## src/core/mpi_map.svh

```systemverilog
// Purpose: constants for the multiphase pwm interleaver
// Assumes: 20 MHz system clock
// Notes:   all counts in system clock cycles
`ifndef MPI_MAP_SVH
`define MPI_MAP_SVH
`define MPI_CLK_HZ        20000000
`define MPI_FSW_HZ        250000
`define MPI_PERIOD_CYC    (`MPI_CLK_HZ / `MPI_FSW_HZ)
`define MPI_CNT_W         16
`define MPI_DUTY_RST      16'h0020
`define MPI_PH4           2'h0
`define MPI_PH3           2'h1
`define MPI_PH2           2'h2
`endif

```

## src/core/mpi_pkg.sv

```systemverilog
// Purpose: types for the multiphase pwm interleaver
// Assumes: nothing beyond the map header
// Notes:   strap capture state travels as an enum, per-channel edge pair as a struct
package mpi_pkg;
  typedef enum logic [1:0] {MPI_STRAP, MPI_RUN} mpi_state_e;
  typedef struct packed {
    logic [15:0] lead;  // leading edge offset within own cycle
    logic [15:0] trail; // trailing edge offset within own cycle
  } mpi_edges_s;
endpackage

```

## src/core/mpi_interleaver.sv

```systemverilog
// Purpose: interleaved four-channel pwm timing with strap-selected phase count
// Assumes: drive/strap pins are sampled through two flops; one clock, sync reset
// Notes:   analog loop is outside; duty and lead offset arrive as numbers
`timescale 1ns/1ns
`include "mpi_map.svh"

module mpi_interleaver
  import mpi_pkg::*;
#(
  parameter int PERIOD = `MPI_PERIOD_CYC // cycles per switching period
)(
  input  wire logic        clock,                // system clock
  input  wire logic        sys_rst,              // sync reset, active high
  input  wire logic        strap_three_in,       // phase-three pin level
  input  wire logic        strap_four_in,        // phase-four pin level
  input  wire logic [15:0] duty_cycles,          // on-time in cycles
  input  wire logic [15:0] lead_shift,           // leading edge advance, transients
  input  wire logic        dual_edge_modulation, // high lets leading edge move
  input  wire logic        adaptive_all_phase_turn_on, // large step request
  output logic [3:0]       phase_drive_out,      // drive levels, bit0 = phase one
  output logic [3:0]       phase_drive_oe,       // high while driving a phase pin
  output logic [3:0]       channel_current_sense,// per-channel sense enables
  output logic [1:0]       phase_count_code      // latched phase mode
);

  // two-flop synchronisers; first stage read only by second
  // the strap pins are board-level ties that may settle late at power-up,
  // so nothing but the second stage is ever looked at
  logic [1:0] s1_reg, s1_next, s2_reg, s2_next;
  always_comb
  begin
    s1_next = {strap_four_in, strap_three_in};
    s2_next = s1_reg;
  end
  always_ff @(posedge clock)
  begin
    s1_reg <= s1_next;
    s2_reg <= s2_next;
  end

  // strap capture state: one wait after release lets sync flops settle
  // the wait spans four edges; straps must be steady from release on
  mpi_state_e state_reg, state_next;
  logic [1:0] wait_reg, wait_next;
  logic [1:0] mode_reg, mode_next;
  always_comb
  begin
    state_next = state_reg;
    wait_next  = wait_reg;
    mode_next  = mode_reg;
    case (state_reg)
      MPI_STRAP:
      begin
        wait_next = wait_reg + 2'h1;
        if (wait_reg == 2'h3)
        begin
          state_next = MPI_RUN;
          if (s2_reg[0])
            mode_next = `MPI_PH2;
          else if (s2_reg[1])
            mode_next = `MPI_PH3;
          else
            mode_next = `MPI_PH4;
        end
      end
      // straps are ignored from here on, so a pin that later carries
      // a pulse can never change the mode under way
      MPI_RUN:
        state_next = MPI_RUN; // held until next reset
      default:
        state_next = MPI_STRAP;
    endcase
  end
  always_ff @(posedge clock)
  begin
    if (sys_rst)
    begin
      state_reg <= MPI_STRAP;
      wait_reg  <= 2'h0;
      mode_reg  <= `MPI_PH4;
    end
    else
    begin
      state_reg <= state_next;
      wait_reg  <= wait_next;
      mode_reg  <= mode_next;
    end
  end

  // active channel count; bit mask of live channels
  logic [2:0] nch;
  logic [3:0] live;
  always_comb
  begin
    case (mode_reg)
      `MPI_PH3:
      begin
        nch  = 3'd3; // three channels, phase four idle
        live = 4'h7;
      end
      `MPI_PH2:
      begin
        nch  = 3'd2; // two channels, phases three and four idle
        live = 4'h3;
      end
      default:
      begin
        nch  = 3'd4; // the default count, also catches a stray code
        live = 4'hF;
      end
    endcase
  end

  // master period counter: fixed period regardless of edges
  // edge movement never touches this count, so the repetition rate
  // stays fixed even while both edges shift during a transient
  logic [15:0] cnt_reg, cnt_next;
  always_comb
  begin
    if (state_reg != MPI_RUN || cnt_reg == 16'(PERIOD - 1))
      cnt_next = 16'h0000;
    else
      cnt_next = cnt_reg + 16'h0001;
  end
  always_ff @(posedge clock)
  begin
    if (sys_rst)
      cnt_reg <= 16'h0000;
    else
      cnt_reg <= cnt_next;
  end

  // per-channel phase: channel k (0-based) trails the highest active by
  // (nch-1-k)/nch of the period, giving firing order highest to lowest
  // limitation: offsets truncate when the period is not a multiple of nch
  logic [15:0] slot;
  always_comb
  begin
    case (nch)
      3'd3:    slot = 16'(PERIOD / 3);
      3'd2:    slot = 16'(PERIOD / 2);
      default: slot = 16'(PERIOD / 4);
    endcase
  end

  // clamp edge inputs into a legal window
  // the duty stays below a full period so every pulse without a lead still ends, and a
  // lead longer than the pulse is cut back to keep the edges in order
  logic [15:0] lead_eff, trail_eff;
  always_comb
  begin
    lead_eff  = dual_edge_modulation ? lead_shift : 16'h0000;
    trail_eff = (duty_cycles > 16'(PERIOD - 1)) ? 16'(PERIOD - 1) : duty_cycles;
    if (lead_eff > trail_eff)
      lead_eff = trail_eff;
  end

  // phase pulses; local time t = cnt - offset mod period; the pulse
  // ends at t = trail, so same-channel ends are one period apart
  logic [3:0] drv_reg, drv_next;
  logic [3:0] oe_reg, oe_next;
  logic [3:0] sen_reg, sen_next;
  genvar k;
  generate
    for (k = 0; k < 4; k++)
    begin : g_ch
      logic [15:0] off, t, start;
      logic [31:0] prod;
      always_comb
      begin
        prod  = 32'(slot) * 32'(nch - 3'd1 - 3'(k));
        off   = prod[15:0];
        t     = (cnt_reg >= off) ? cnt_reg - off : cnt_reg + 16'(PERIOD) - off;
        // leading edge moves only while transient shift given
        start = (lead_eff == 16'h0000) ? 16'h0000 : 16'(PERIOD) - lead_eff;
        if (!live[k] || state_reg != MPI_RUN)
          drv_next[k] = 1'b0;
        else if (adaptive_all_phase_turn_on)
          drv_next[k] = 1'b1; // all live phases together on a big step
        else
          drv_next[k] = (t < trail_eff) || (start != 16'h0000 && t >= start);
        oe_next[k]  = live[k] && state_reg == MPI_RUN; // unused pins undriven
        sen_next[k] = live[k] && state_reg == MPI_RUN;
      end
    end
  endgenerate
  always_ff @(posedge clock)
  begin
    if (sys_rst)
    begin
      drv_reg <= 4'h0;
      oe_reg  <= 4'h0;
      sen_reg <= 4'h0;
    end
    else
    begin
      drv_reg <= drv_next;
      oe_reg  <= oe_next;
      sen_reg <= sen_next;
    end
  end

  // outputs straight from flops
  // the drive pins stay released until the straps are latched, so a
  // strapped pin is never fought while it is being read
  assign phase_drive_out       = drv_reg;
  assign phase_drive_oe        = oe_reg;
  assign channel_current_sense = sen_reg;
  assign phase_count_code      = mode_reg;

endmodule

```

## config.mk

```make
export PLATFORM = sky130hd
export DESIGN_NAME = mpi_interleaver
export DESIGN_NICKNAME = d
export VERILOG_FILES = /design/src/core/mpi_pkg.sv /design/src/core/mpi_interleaver.sv
export VERILOG_INCLUDE_DIRS = /design/src /design/src/core
export SDC_FILE = /design/constraint.sdc
export NUM_CORES = 1
export LEC_CHECK = 0
export ABC_AREA = 0
export BUFFER_PORTS_ARGS = -buffer_cell sky130_fd_sc_hd__buf_2
export CORE_MARGIN = 2
export CORE_UTILIZATION = 45
export CTS_CLUSTER_DIAMETER = 80
export DETAILED_ROUTE_END_ITERATION = 6
export SYNTH_ARGS = -nofsm -noshare
export SYNTH_HDL_FRONTEND = slang
export SYNTH_SLANG_ARGS = --single-unit
```

## constraint.sdc

```tcl
create_clock -name clock -period 11.9 [get_ports clock]
set_input_delay 0 -clock clock [delete_from_list [all_inputs] [get_ports clock]]
set_output_delay 0 -clock clock [all_outputs]
set_load 0.03 [all_outputs]
```

==> impl_metrics.csv, run 1 <==
group,metric,value,unit
floorplanning,die_width,154.1,um
finish,number_of_flip_flops_under_the_largest_register_name,16,
drt,drt-total-wl,30790,um
synthesis,synth_top_cells_by_area,"ha_1, xnor2_1, dfxtp_1, a21oi_1, nor2_1",
critical_path,cp_slowest_cell,"ha_1",
drt,detail_route.vias_per_cell,5.753,
critical_path,startpoint,"phase_count_code[0]",
floorplanning,design.core.area,21960,sq um
sta,slew_violations,0,
critical_path,critPathLaunchType,"flip-flop",
pwr,power.density,92.49,nW/um^2
run,drv_cap,0,
drt,avgRoutedWirePerCell,18.08,um
sta,min_period,8.676,ns
finish,finish.instance_area,11010,sq um
synthesis,postSynthCellCount,1341,
finish,n_fill_cell,2204,
clock_tree,cts-root-to-sink-buffers,2,
pwr,totalPowerFinal,0.001019,W
grt,grtUsageMet1,0.3613,
grt,vias_in_the_first_global_route,9160,
sta,maxSlewHeadroom,0.1549,
grt,antenna_found_initial,0,
sta,fin_worst_skew,0.01439,ns
drt,ant_nets,0,
placed_design,post-dp-hpwl,25240,um
clock_tree,worstSkewPairLatency,0.30,ns
pwr,worst_ir_drop_vdd,0.05030,mV
critical_path,timing.critical_path.required,12.11,ns
synthesis,fraction_of_synthesized_cell_area_taken_by_the_top_area_cell_type,0.2925,
grt,total_grt_usage,0.2573,
synthesis,synth_enable_flop_cells,0,
placed_design,placement.cell_area,10830,sq um
grt,use_met3,0.03241,
drt,vias,9798,
critical_path,reg2reg_slack,3.22,ns
floorplanning,fp.dieArea,23740,sq um
critical_path,r2r_cells,33,
synthesis,yosys.area.top_type,"ha_1",
finish,nNetsFinal,1713,
critical_path,r2r-end,"phase_drive_out[1]",
pwr,cellLeakagePower,5.370,nW
sta,fin_setup_tns,0,ns
hold_path,hold_class,"in2reg",
critical_path,worst_path_arrival_time,8.89,ns
critical_path,critical_path.reg2reg.startpoint,"phase_count_code[0]",
critical_path,capturing_instance_or_port_of_the_critical_path,"phase_drive_out[1]",
sta,hold_viol,0,
sta,finalSetupViolCount,0,
clock_tree,number_of_buffers_inserted_during_clock_tree_synthesis,5,
synthesis,ys_ff_latch,32,
sta,worst_slew_pin_slew,1.259,ns
critical_path,worst_setup_path_end_kind,"flip-flop",
sta,fmaxAchievable,115.3,MHz
clock_tree,post-cts-setup-buffer-count,0,
synthesis,synthArstFlopShare,0,
grt,grt_start_max_net_pins,29,
drt,drt_pre_antenna_iters,5,
sta,min_period_over_period,0.7291,
floorplanning,row_count,54,
grt,grtUsageMet2,0.4228,
floorplanning,io_pins,52,
run_status,status,"finished clean",
clock_tree,ctsRootBufferMaster,"clkbuf_16",
finish,antenna-diode-count,0,
clock_tree,cts_tree,"yes",
sta,rsz0062_at_grt,"false",
placed_design,place.gp.congestion,0.9222,
floorplanning,initial_utilization,0.4617,
critical_path,critical_path.most_common_cell,"ha_1",
synthesis,syn_avg_cell_area,7.559,sq um
drt,drc,0,
placed_design,buffers_on_ports,51,
drt,dr.first_iter.drc_count,582,
synthesis,synthDistinctLibCells,73,
finish,area.growth.synth_to_final,8.627,%
grt,grt_most_used_layer,"met2",
grt,grt_pass1_wl,48530,um
critical_path,worst-path-max-fanout,28,
critical_path,crit_type,"reg2reg",
clock_tree,clkSlewWorstSetupHoldPaths,0.07,ns
floorplanning,die_y,154.1,um
synthesis,yosys_most_used_dff,"dfxtp_1",
clock_tree,htree_levels,2,
critical_path,critical-path-max-stage-delay,1.02,ns
clock_tree,cts.sink_count,32,
synthesis,yosysWarnings,0,
grt,grt.overflow.total,0,
synthesis,synth.cell_area,10140,sq um
synthesis,synth_sequential_area_ratio,0.06319,
finish,drive_gt1_frac,0.07238,
[cell type report]
| cell class | instances | area (sq um) | area share |
|---|---|---|---|
| multi-input combinational | 1246 | 9234 | 0.8385 |
| sequential | 32 | 640.6 | 0.05818 |
| timing repair buffer | 65 | 367.9 | 0.03341 |
| tap | 280 | 350.3 | 0.03181 |
| inverter | 72 | 270.3 | 0.02454 |
| clock buffer | 5 | 125.1 | 0.01136 |
| clock inverter | 3 | 23.77 | 0.002159 |
[layer usage]
layer / vias to the layer above / part of all wire
met5: - / 0
met1: 4535 / 0.48
met3: 43 / 0.058
met2: 259 / 0.44
li1: 4961 / -
met4: 0 / 0.022
[Yosys cell counts (9+ instances only)]
| master | count |
|---|---|
| mux2i_1 | 10 |
| nand4_1 | 24 |
| nor3_1 | 41 |
| nand2_1 | 98 |
| inv_1 | 72 |
| and2_1 | 19 |
| o2111ai_1 | 9 |
| and3_1 | 9 |
| nor2_1 | 125 |
| or3_1 | 12 |
| a21oi_1 | 117 |
| o211ai_1 | 11 |
| dfxtp_1 | 32 |
| o21ai_0 | 85 |
| clkbuf_1 | 26 |
| ha_1 | 237 |
| fa_1 | 16 |
| a21o_1 | 41 |
| or2_2 | 15 |
| nor2b_1 | 26 |
| o31ai_1 | 10 |
| nand3_1 | 17 |
| nand2b_1 | 20 |
| o21a_1 | 25 |
| xor2_1 | 39 |
| xnor2_1 | 88 |
[placed cells by master (no fill, tap or decap), drive strengths merged, types with 50 or more instances in the layout]
master  synthesis  final
ha            237    237
a21oi         117    117
o21ai          89     89
conb            2     50
inv            72     72
buf            13     62
nor2          125    125
xnor2          88     88
nand2          98     98
[timing repair]
action	4_1_cts	5_1_grt
hold buffers	3	0
gates resized for setup	0	0
endpoints found under the hold margin	7	0
endpoints found under the setup margin	0	0
[stage by stage]
stage                     cells  setup WS, ns    util  hold WS, ns
final                      1703         3.224  0.5015       0.1641
after global routing       1703         2.486  0.5015       0.1855
after CTS                  1703         3.283  0.5015       0.1553
after detailed placement   1692         3.303  0.4933       0.1039
after global placement     1692         3.516  0.4933       0.1029
after floorplan            1389         3.881       -      0.02772
[worst min path at each step]
stage / from / to / depth (start not counted)
after floorplan: strap_three_in / s1_reg[0] / 0
after global placement: strap_four_in / s1_reg[1] / 1
after detailed placement: strap_three_in / s1_reg[0] / 1
after CTS: adaptive_all_phase_turn_on / phase_drive_out[0] / 3
after global routing: adaptive_all_phase_turn_on / phase_drive_out[0] / 3
final: adaptive_all_phase_turn_on / phase_drive_out[0] / 3
[report_power, final]
group / leakage (nW) / internal [W] / switching (W) / total (W)
Clock: 0.0660 / 0.0000781 / 0.0000610 / 0.000139
Sequential: 0.260 / 0.000112 / 0.00000333 / 0.000115
Combinational: 5.04 / 0.000331 / 0.000433 / 0.000764
[kinds of logic after synthesis]
logic type	synth area share
compound gates	0.2274
buf+inv	0.04419
fa+ha+maj	0.3241
flops	0.06319
other cells	0.0007408
simple gates	0.2164
mux	0.01210
xor+xnor	0.1119
[worst max-delay path: cells and delay by family (launching register included)]
family | cells | cell delay [ns]
compound gates | 12 | 2.52
xor+xnor | 1 | 0.12
fa+ha+maj | 8 | 3.83
buf+inv | 4 | 0.37
flops | 1 | 0.41
simple gates | 8 | 1.33
(Power assumes the default switching activity.)
==> run 2: changes to the inputs <==
==> constraint.sdc (replaced) <==
create_clock -name clock -period 7.46 [get_ports clock]
set_input_delay 0 -clock clock [delete_from_list [all_inputs] [get_ports clock]]
set_output_delay 0 -clock clock [all_outputs]
set_load 0.03 [all_outputs]
==> run 2 against run 1 <==
First-iteration DRC count grew 1.7%. Setup slack lost 2.8 ns. Critical endpoint unchanged. Largest power group unchanged. Sequential cell count is the same. Highest routed layer unchanged. Register-to-register slack lost 2.8 ns. Cell count grew 0.76%. The flow now finishes with violations (DRC). Maximum frequency grew 24%.
==> impl_metrics.csv, run 2 (same netlist as run 1, synthesis figures left out) <==
group,metric,value,unit
pwr,cellLeakagePower,5.454,nW
critical_path,critPathLaunchType,"flip-flop",
grt,vias_in_the_first_global_route,9225,
floorplanning,initial_utilization,0.4617,
grt,grt.overflow.total,0,
grt,antenna_found_initial,0,
critical_path,r2r_cells,32,
critical_path,reg2reg_slack,0.47,ns
clock_tree,number_of_buffers_inserted_during_clock_tree_synthesis,5,
critical_path,critical-path-max-stage-delay,0.51,ns
critical_path,critical_path.reg2reg.startpoint,"phase_count_code[0]",
finish,fin_util,0.5118,
finish,layout_common_cells,"ha_1, nor2_1, a21oi_1",
sta,finalSetupViolCount,0,
hold_path,hold_class,"in2reg",
sta,worst_slew_pin_slew,1.081,ns
sta,slew_violations,0,
clock_tree,ctsRootBufferMaster,"clkbuf_16",
clock_tree,worstSkewPairLatency,0.29,ns
pwr,power.density,147.8,nW/um^2
clock_tree,htree_levels,2,
sta,fin_worst_skew,0.007135,ns
floorplanning,io_pins,52,
finish,area.growth.synth_to_final,10.86,%
critical_path,capturing_instance_or_port_of_the_critical_path,"phase_drive_out[1]",
sta,min_period,6.989,ns
finish,drive_gt1_frac,0.09540,
pwr,worst_ir_drop_vdd,0.09389,mV
floorplanning,row_count,54,
run,drv_cap,0,
run_status,status,"complete, but fails checks",
drt,drt_pre_antenna_iters,7,
grt,total_grt_usage,0.2550,
drt,dr.first_iter.drc_count,592,
drt,drc,1,
critical_path,worst_setup_path_end_kind,"flip-flop",
critical_path,timing.critical_path.required,7.66,ns
floorplanning,die_y,154.1,um
clock_tree,cts_tree,"yes",
clock_tree,cts-root-to-sink-buffers,2,
critical_path,worst_path_arrival_time,7.19,ns
critical_path,r2r-end,"phase_drive_out[1]",
floorplanning,design.core.area,21960,sq um
drt,drt-total-wl,30460,um
drt,detail_route.vias_per_cell,5.701,
floorplanning,die_width,154.1,um
placed_design,place.gp.congestion,0.9804,
critical_path,startpoint,"phase_count_code[0]",
finish,antenna-diode-count,0,
sta,maxSlewHeadroom,0.2761,
finish,layout_commonest_cell,"ha_1",
finish,number_of_flip_flops_under_the_largest_register_name,16,
sta,hold-worst-slack,0.1548,ns
sta,min_period_over_period,0.9368,
clock_tree,cts.sink_count,32,
sta,hold_viol,0,
drt,ant_nets,0,
grt,grt_start_max_net_pins,27,
finish,nNetsFinal,1726,
floorplanning,fp.dieArea,23740,sq um
drt,vias,9783,
critical_path,worst-path-max-fanout,5,
sta,fmaxAchievable,143.1,MHz
grt,grt_pass1_wl,48020,um
placed_design,buffers_on_ports,51,
critical_path,crit_type,"reg2reg",
placed_design,post-dp-hpwl,24860,um
critical_path,cp_slowest_cell,"fa_1",
critical_path,critical_path.most_common_cell,"inv_1",
clock_tree,clkSlewWorstSetupHoldPaths,0.06,ns
drt,avgRoutedWirePerCell,17.75,um
run_status,violations,"DRC",
run 2: layer usage:
| layer | global-route usage | share of wire | vias to the layer above |
|---|---|---|---|
| met5 | 0 | 0 | - |
| met4 | 0.05785 | 0.021 | 0 |
| met1 | 0.3492 | 0.47 | 4497 |
| li1 | - | - | 4998 |
| met3 | 0.02818 | 0.055 | 34 |
| met2 | 0.4303 | 0.45 | 254 |
run 2: worst min path at each step:
stage | from | end | slack (ns) | depth (start not counted)
2_1_floorplan | strap_three_in | s1_reg[0] | 0.03 | 0
3_3_place_gp | strap_four_in | s1_reg[1] | 0.10 | 1
3_5_place_dp | strap_four_in | s1_reg[1] | 0.10 | 1
4_1_cts | adaptive_all_phase_turn_on | phase_drive_out[0] | 0.15 | 3
5_1_grt | adaptive_all_phase_turn_on | phase_drive_out[2] | 0.19 | 3
6_report | adaptive_all_phase_turn_on | phase_drive_out[0] | 0.15 | 3
run 2: cell type report:
type	instances	area [sq um]
clock buffers	5	125.1
fillers	2184	10720
multi-input cells	1246	9359
inverters	72	270.3
repair buffers	78	469.2
well taps	280	350.3
clock inverters	3	18.77
flip-flops and latches	32	645.6
run 2: where the power goes:
| part | internal (W) | switching [W] | total (W) |
|---|---|---|---|
| sequential | 0.000179 | 0.00000474 | 0.000183 |
| combinational | 0.000559 | 0.000703 | 0.00126 |
| clock | 0.000123 | 0.0000914 | 0.000215 |
| total | 0.000861 | 0.000799 | 0.00166 |
run 2: worst max-delay path, delay by kind of cell, from the launching register on:
kind	cells	cell delay (ns)
compound gates	11	2.02
xor+xnor	1	0.13
fa+ha+maj	8	2.87
buf+inv	4	0.24
flops	1	0.36
simple gates	8	1.30
run 2: repair_timing:
item                                    in CTS  in global routing
hold buffers                                 3                  0
endpoints found under the hold margin        7                  0
gates resized for setup                      0                 22
endpoints found under the setup margin       0                  1
buffers inserted                             0                  5
run 2: through the flow:
stage	power [W]	area (sq um)	std cells	TNS [ns]	setup slack, ns
floorplan	0.001118	10340	1389	0	0.07485
global placement	0.001379	10920	1700	0	0.3086
detailed placement	0.001399	10920	1700	0	0.06783
CTS	0.001626	11090	1711	0	0.06329
global route	0.001852	11240	1716	-0.01516	-0.01516
finish	0.001661	11240	1716	0	0.4715
==> run 3: changes to the inputs <==
--- a/config.mk
+++ b/config.mk
@@ -6,7 +6,7 @@
 export SDC_FILE = /design/constraint.sdc
 export NUM_CORES = 1
 export LEC_CHECK = 0
-export ABC_AREA = 0
+export ABC_AREA = 1
 export BUFFER_PORTS_ARGS = -buffer_cell sky130_fd_sc_hd__buf_2
 export CORE_MARGIN = 2
 export CORE_UTILIZATION = 45
==> run 3 against run 2 <==
The flow now finishes without violations. Clock skew fell by 0.0035 ns. Final area rose by 2.5%. Sequential cell count did not move. Clock power rose by 17%. Critical path type unchanged. Critical path depth rose by 7. Maximum frequency rose by 4.5%. Register-to-register slack improved by 0.30 ns. Utilization fell by 1.6 points. Sequential power barely moved. Via count rose by 8.4%.
==> impl_metrics.csv, run 3 <==
group,metric,value,unit
run_status,status,"finished clean",
finish,area.growth.synth_to_final,8.838,%
sta,fmaxAchievable,149.5,MHz
critical_path,cp_slowest_cell,"fa_1",
critical_path,worst_setup_path_end_kind,"flip-flop",
pwr,total_switching_power,0.001153,W
floorplanning,design.core.area,23260,sq um
grt,grt_most_used_layer,"met2",
finish,nNetsFinal,1990,
hold_path,hold_class,"in2reg",
finish,multi_input_comb_area,9173,sq um
sta,worst_slew_pin_slew,0.9878,ns
critical_path,worst-path-buf-inv,7,
synthesis,fraction_of_synthesized_cell_area_taken_by_the_top_area_cell_type,0.2800,
critical_path,critical-path-max-stage-delay,0.51,ns
critical_path,worst-path-max-fanout,10,
grt,grtUsageMet2,0.4593,
sta,fin_worst_skew,0.003608,ns
critical_path,worst_path_dominant_cell_family,"adder cells",
sta,min_period,6.688,ns
synthesis,yosys.area.top_type,"ha_1",
floorplanning,die_y,157.4,um
drt,drc,0,
sta,min_period_over_period,0.8965,
clock_tree,worstSkewPairLatency,0.30,ns
pwr,cellLeakagePower,6.371,nW
critical_path,timing.critical_path.required,7.69,ns
sta,slew_violations,0,
sta,finalSetupViolCount,0,
drt,avgRoutedWirePerCell,15.75,um
pwr,netSwitchingFraction,0.5431,
drt,dr.first_iter.drc_count,585,
finish,layout_commonest_cell,"nand2_1",
synthesis,synth.cell_area,10590,sq um
pwr,internal_power,0.0009705,W
synthesis,synth_top_cells_by_count,"nand2_1, ha_1, inv_1",
clock_tree,clkSlewWorstSetupHoldPaths,0.06,ns
finish,finish.instance_area,11520,sq um
finish,stdcell_count,2019,
grt,grt_pass1_wl,50950,um
sta,fin_setup_tns,0,ns
run,drv_cap,0,
clock_tree,htree_levels,2,
critical_path,worst_path_arrival_time,6.91,ns
placed_design,post-dp-hpwl,26960,um
synthesis,yosys_most_used_dff,"dfxtp_1",
sta,hold_viol,0,
floorplanning,initial_utilization,0.4552,
drt,vias,10600,
synthesis,synthArstFlopShare,0,
sta,rsz0062_at_grt,"false",
synthesis,synth_enable_flop_cells,0,
synthesis,yosysWarnings,0,
floorplanning,die_width,157.4,um
drt,detail_route.vias_per_cell,5.250,
pwr,power.combinational.fraction,0.796,
drt,drt-total-wl,31790,um
placed_design,placement.cell_area,11330,sq um
drt,drt_pre_antenna_iters,5,
synthesis,postSynthCellCount,1608,
placed_design,buffers_on_ports,51,
placed_design,placed_cells,2008,
clock_tree,cts.sink_count,32,
drt,ant_nets,0,
pwr,power.density,184.3,nW/um^2
grt,grtUsageMet1,0.3335,
grt,use_met3,0.03497,
clock_tree,cts-root-to-sink-buffers,2,
critical_path,crit_type,"reg2reg",
clock_tree,ctsRootBufferMaster,"clkbuf_16",
placed_design,place.gp.congestion,0.9031,
floorplanning,fp.dieArea,24770,sq um
finish,final-seq-area,640.6,sq um
finish,layout_common_cells,"nand2_1, ha_1, inv_1",
pwr,power_frac_clock,0.118,
finish,number_of_flip_flops_under_the_largest_register_name,16,
synthesis,ys_ff_latch,32,
clock_tree,number_of_buffers_inserted_during_clock_tree_synthesis,5,
synthesis,synth_top_cells_by_area,"ha_1, nand2_1, a21oi_1, inv_1, dfxtp_1",
synthesis,synth_sequential_area_ratio,0.06050,
synthesis,yosysMostFrequentCell,"nand2_1",
grt,grt_start_max_net_pins,27,
pwr,worst_ir_drop_vdd,0.08858,mV
synthesis,syn_avg_cell_area,6.585,sq um
finish,fin_util,0.4954,
floorplanning,row_count,56,
finish,n_fill_cell,2486,
pwr,share_seq_of_total_power,0.086,
synthesis,synthDistinctLibCells,61,
sta,maxSlewHeadroom,0.3390,
finish,antenna-diode-count,0,
critical_path,critical_path.most_common_cell,"nand2_1",
clock_tree,cts_tree,"yes",
grt,total_grt_usage,0.2641,
grt,grt.overflow.total,0,
critical_path,critPathLaunchType,"flip-flop",
floorplanning,io_pins,52,
sta,hold-worst-slack,0.07741,ns
grt,antenna_found_initial,0,
finish,drive_gt1_frac,0.07765,
grt,vias_in_the_first_global_route,10140,
-- run 3: changes by cell type after synthesis, sizes merged, moves of 32 or more --
cell	change
a21oi	+50
nand3	+63
xnor2	-57
xor2	+32
nand2	+243
a21o	-36
inv	+146
-- run 3: final cells by class --
cell class	count	area share
clock buffers	6	0.01118
clock inverters	2	0.003040
inverters	218	0.07100
multi-input cells	1382	0.7959
flip-flops and latches	32	0.05559
well taps	319	0.03463
repair buffers	60	0.02866
-- run 3: cells by family after synthesis --
kind of cell	count (synthesis)	synth area share
xor+xnor	102	0.08437
mux	8	0.007681
other cells	2	0.0007092
fa+ha+maj	253	0.3103
buf+inv	242	0.09051
compound gates	330	0.1775
flops	32	0.06050
simple gates	639	0.2685
-- run 3: worst register-to-register path, delay by kind of cell, from the launching register on --
family                   cells  cell delay (ns)
flip-flops                   1             0.39
adder cells (fa/ha/maj)      7             2.63
AND/OR/NAND/NOR             17             1.68
AO/OA/AOI/OAI                6             0.97
buffers and inverters        7             0.54
XOR/XNOR                     2             0.40
-- run 3: what timing repair did --
item,CTS,global route
setup endpoints to repair,0,1
setup buffers,0,0
hold endpoints to repair,8,0
resized for setup,0,1
hold buffers,3,0
-- run 3: path summary, 6_finish.rpt --
kind / start / end / cells past startpoint / slack (ns)
max reg2reg: phase_count_code[0] / phase_drive_out[1] / 39 / 0.77
min reg2reg: s1_reg[0] / s2_reg[0] / 0 / 0.33
min: adaptive_all_phase_turn_on / phase_drive_out[3] / 3 / 0.08
max: phase_count_code[0] / phase_drive_out[1] / 39 / 0.77
-- run 3: power groups by stage --
| stage | clock network, W | registers (W) | logic, W |
|---|---|---|---|
| 3_3_place_gp | 0 | 0.000187 | 0.00163 |
| 5_1_grt | 0.000259 | 0.000184 | 0.00194 |
| 6_report | 0.000251 | 0.000183 | 0.00169 |
| 2_1_floorplan | 0 | 0.000193 | 0.00127 |
| 4_1_cts | 0.000255 | 0.000183 | 0.00168 |
| 3_5_place_dp | 0 | 0.000187 | 0.00167 |
-- run 3: per-layer routing --
metal | share of wire | wire length (um)
met3 | 0.049 | 1547
met2 | 0.46 | 14720
met4 | 0.035 | 1098
met1 | 0.45 | 14420
met5 | 0 | 0
-- run 3: stage by stage --
step | power, W | worst slack (ns)
2_1_floorplan | 0.001461 | 0.6406
3_3_place_gp | 0.001821 | 0.8965
3_5_place_dp | 0.001859 | 0.7083
4_1_cts | 0.002120 | 0.6834
5_1_grt | 0.002380 | 0.03318
6_report | 0.002124 | 0.7723
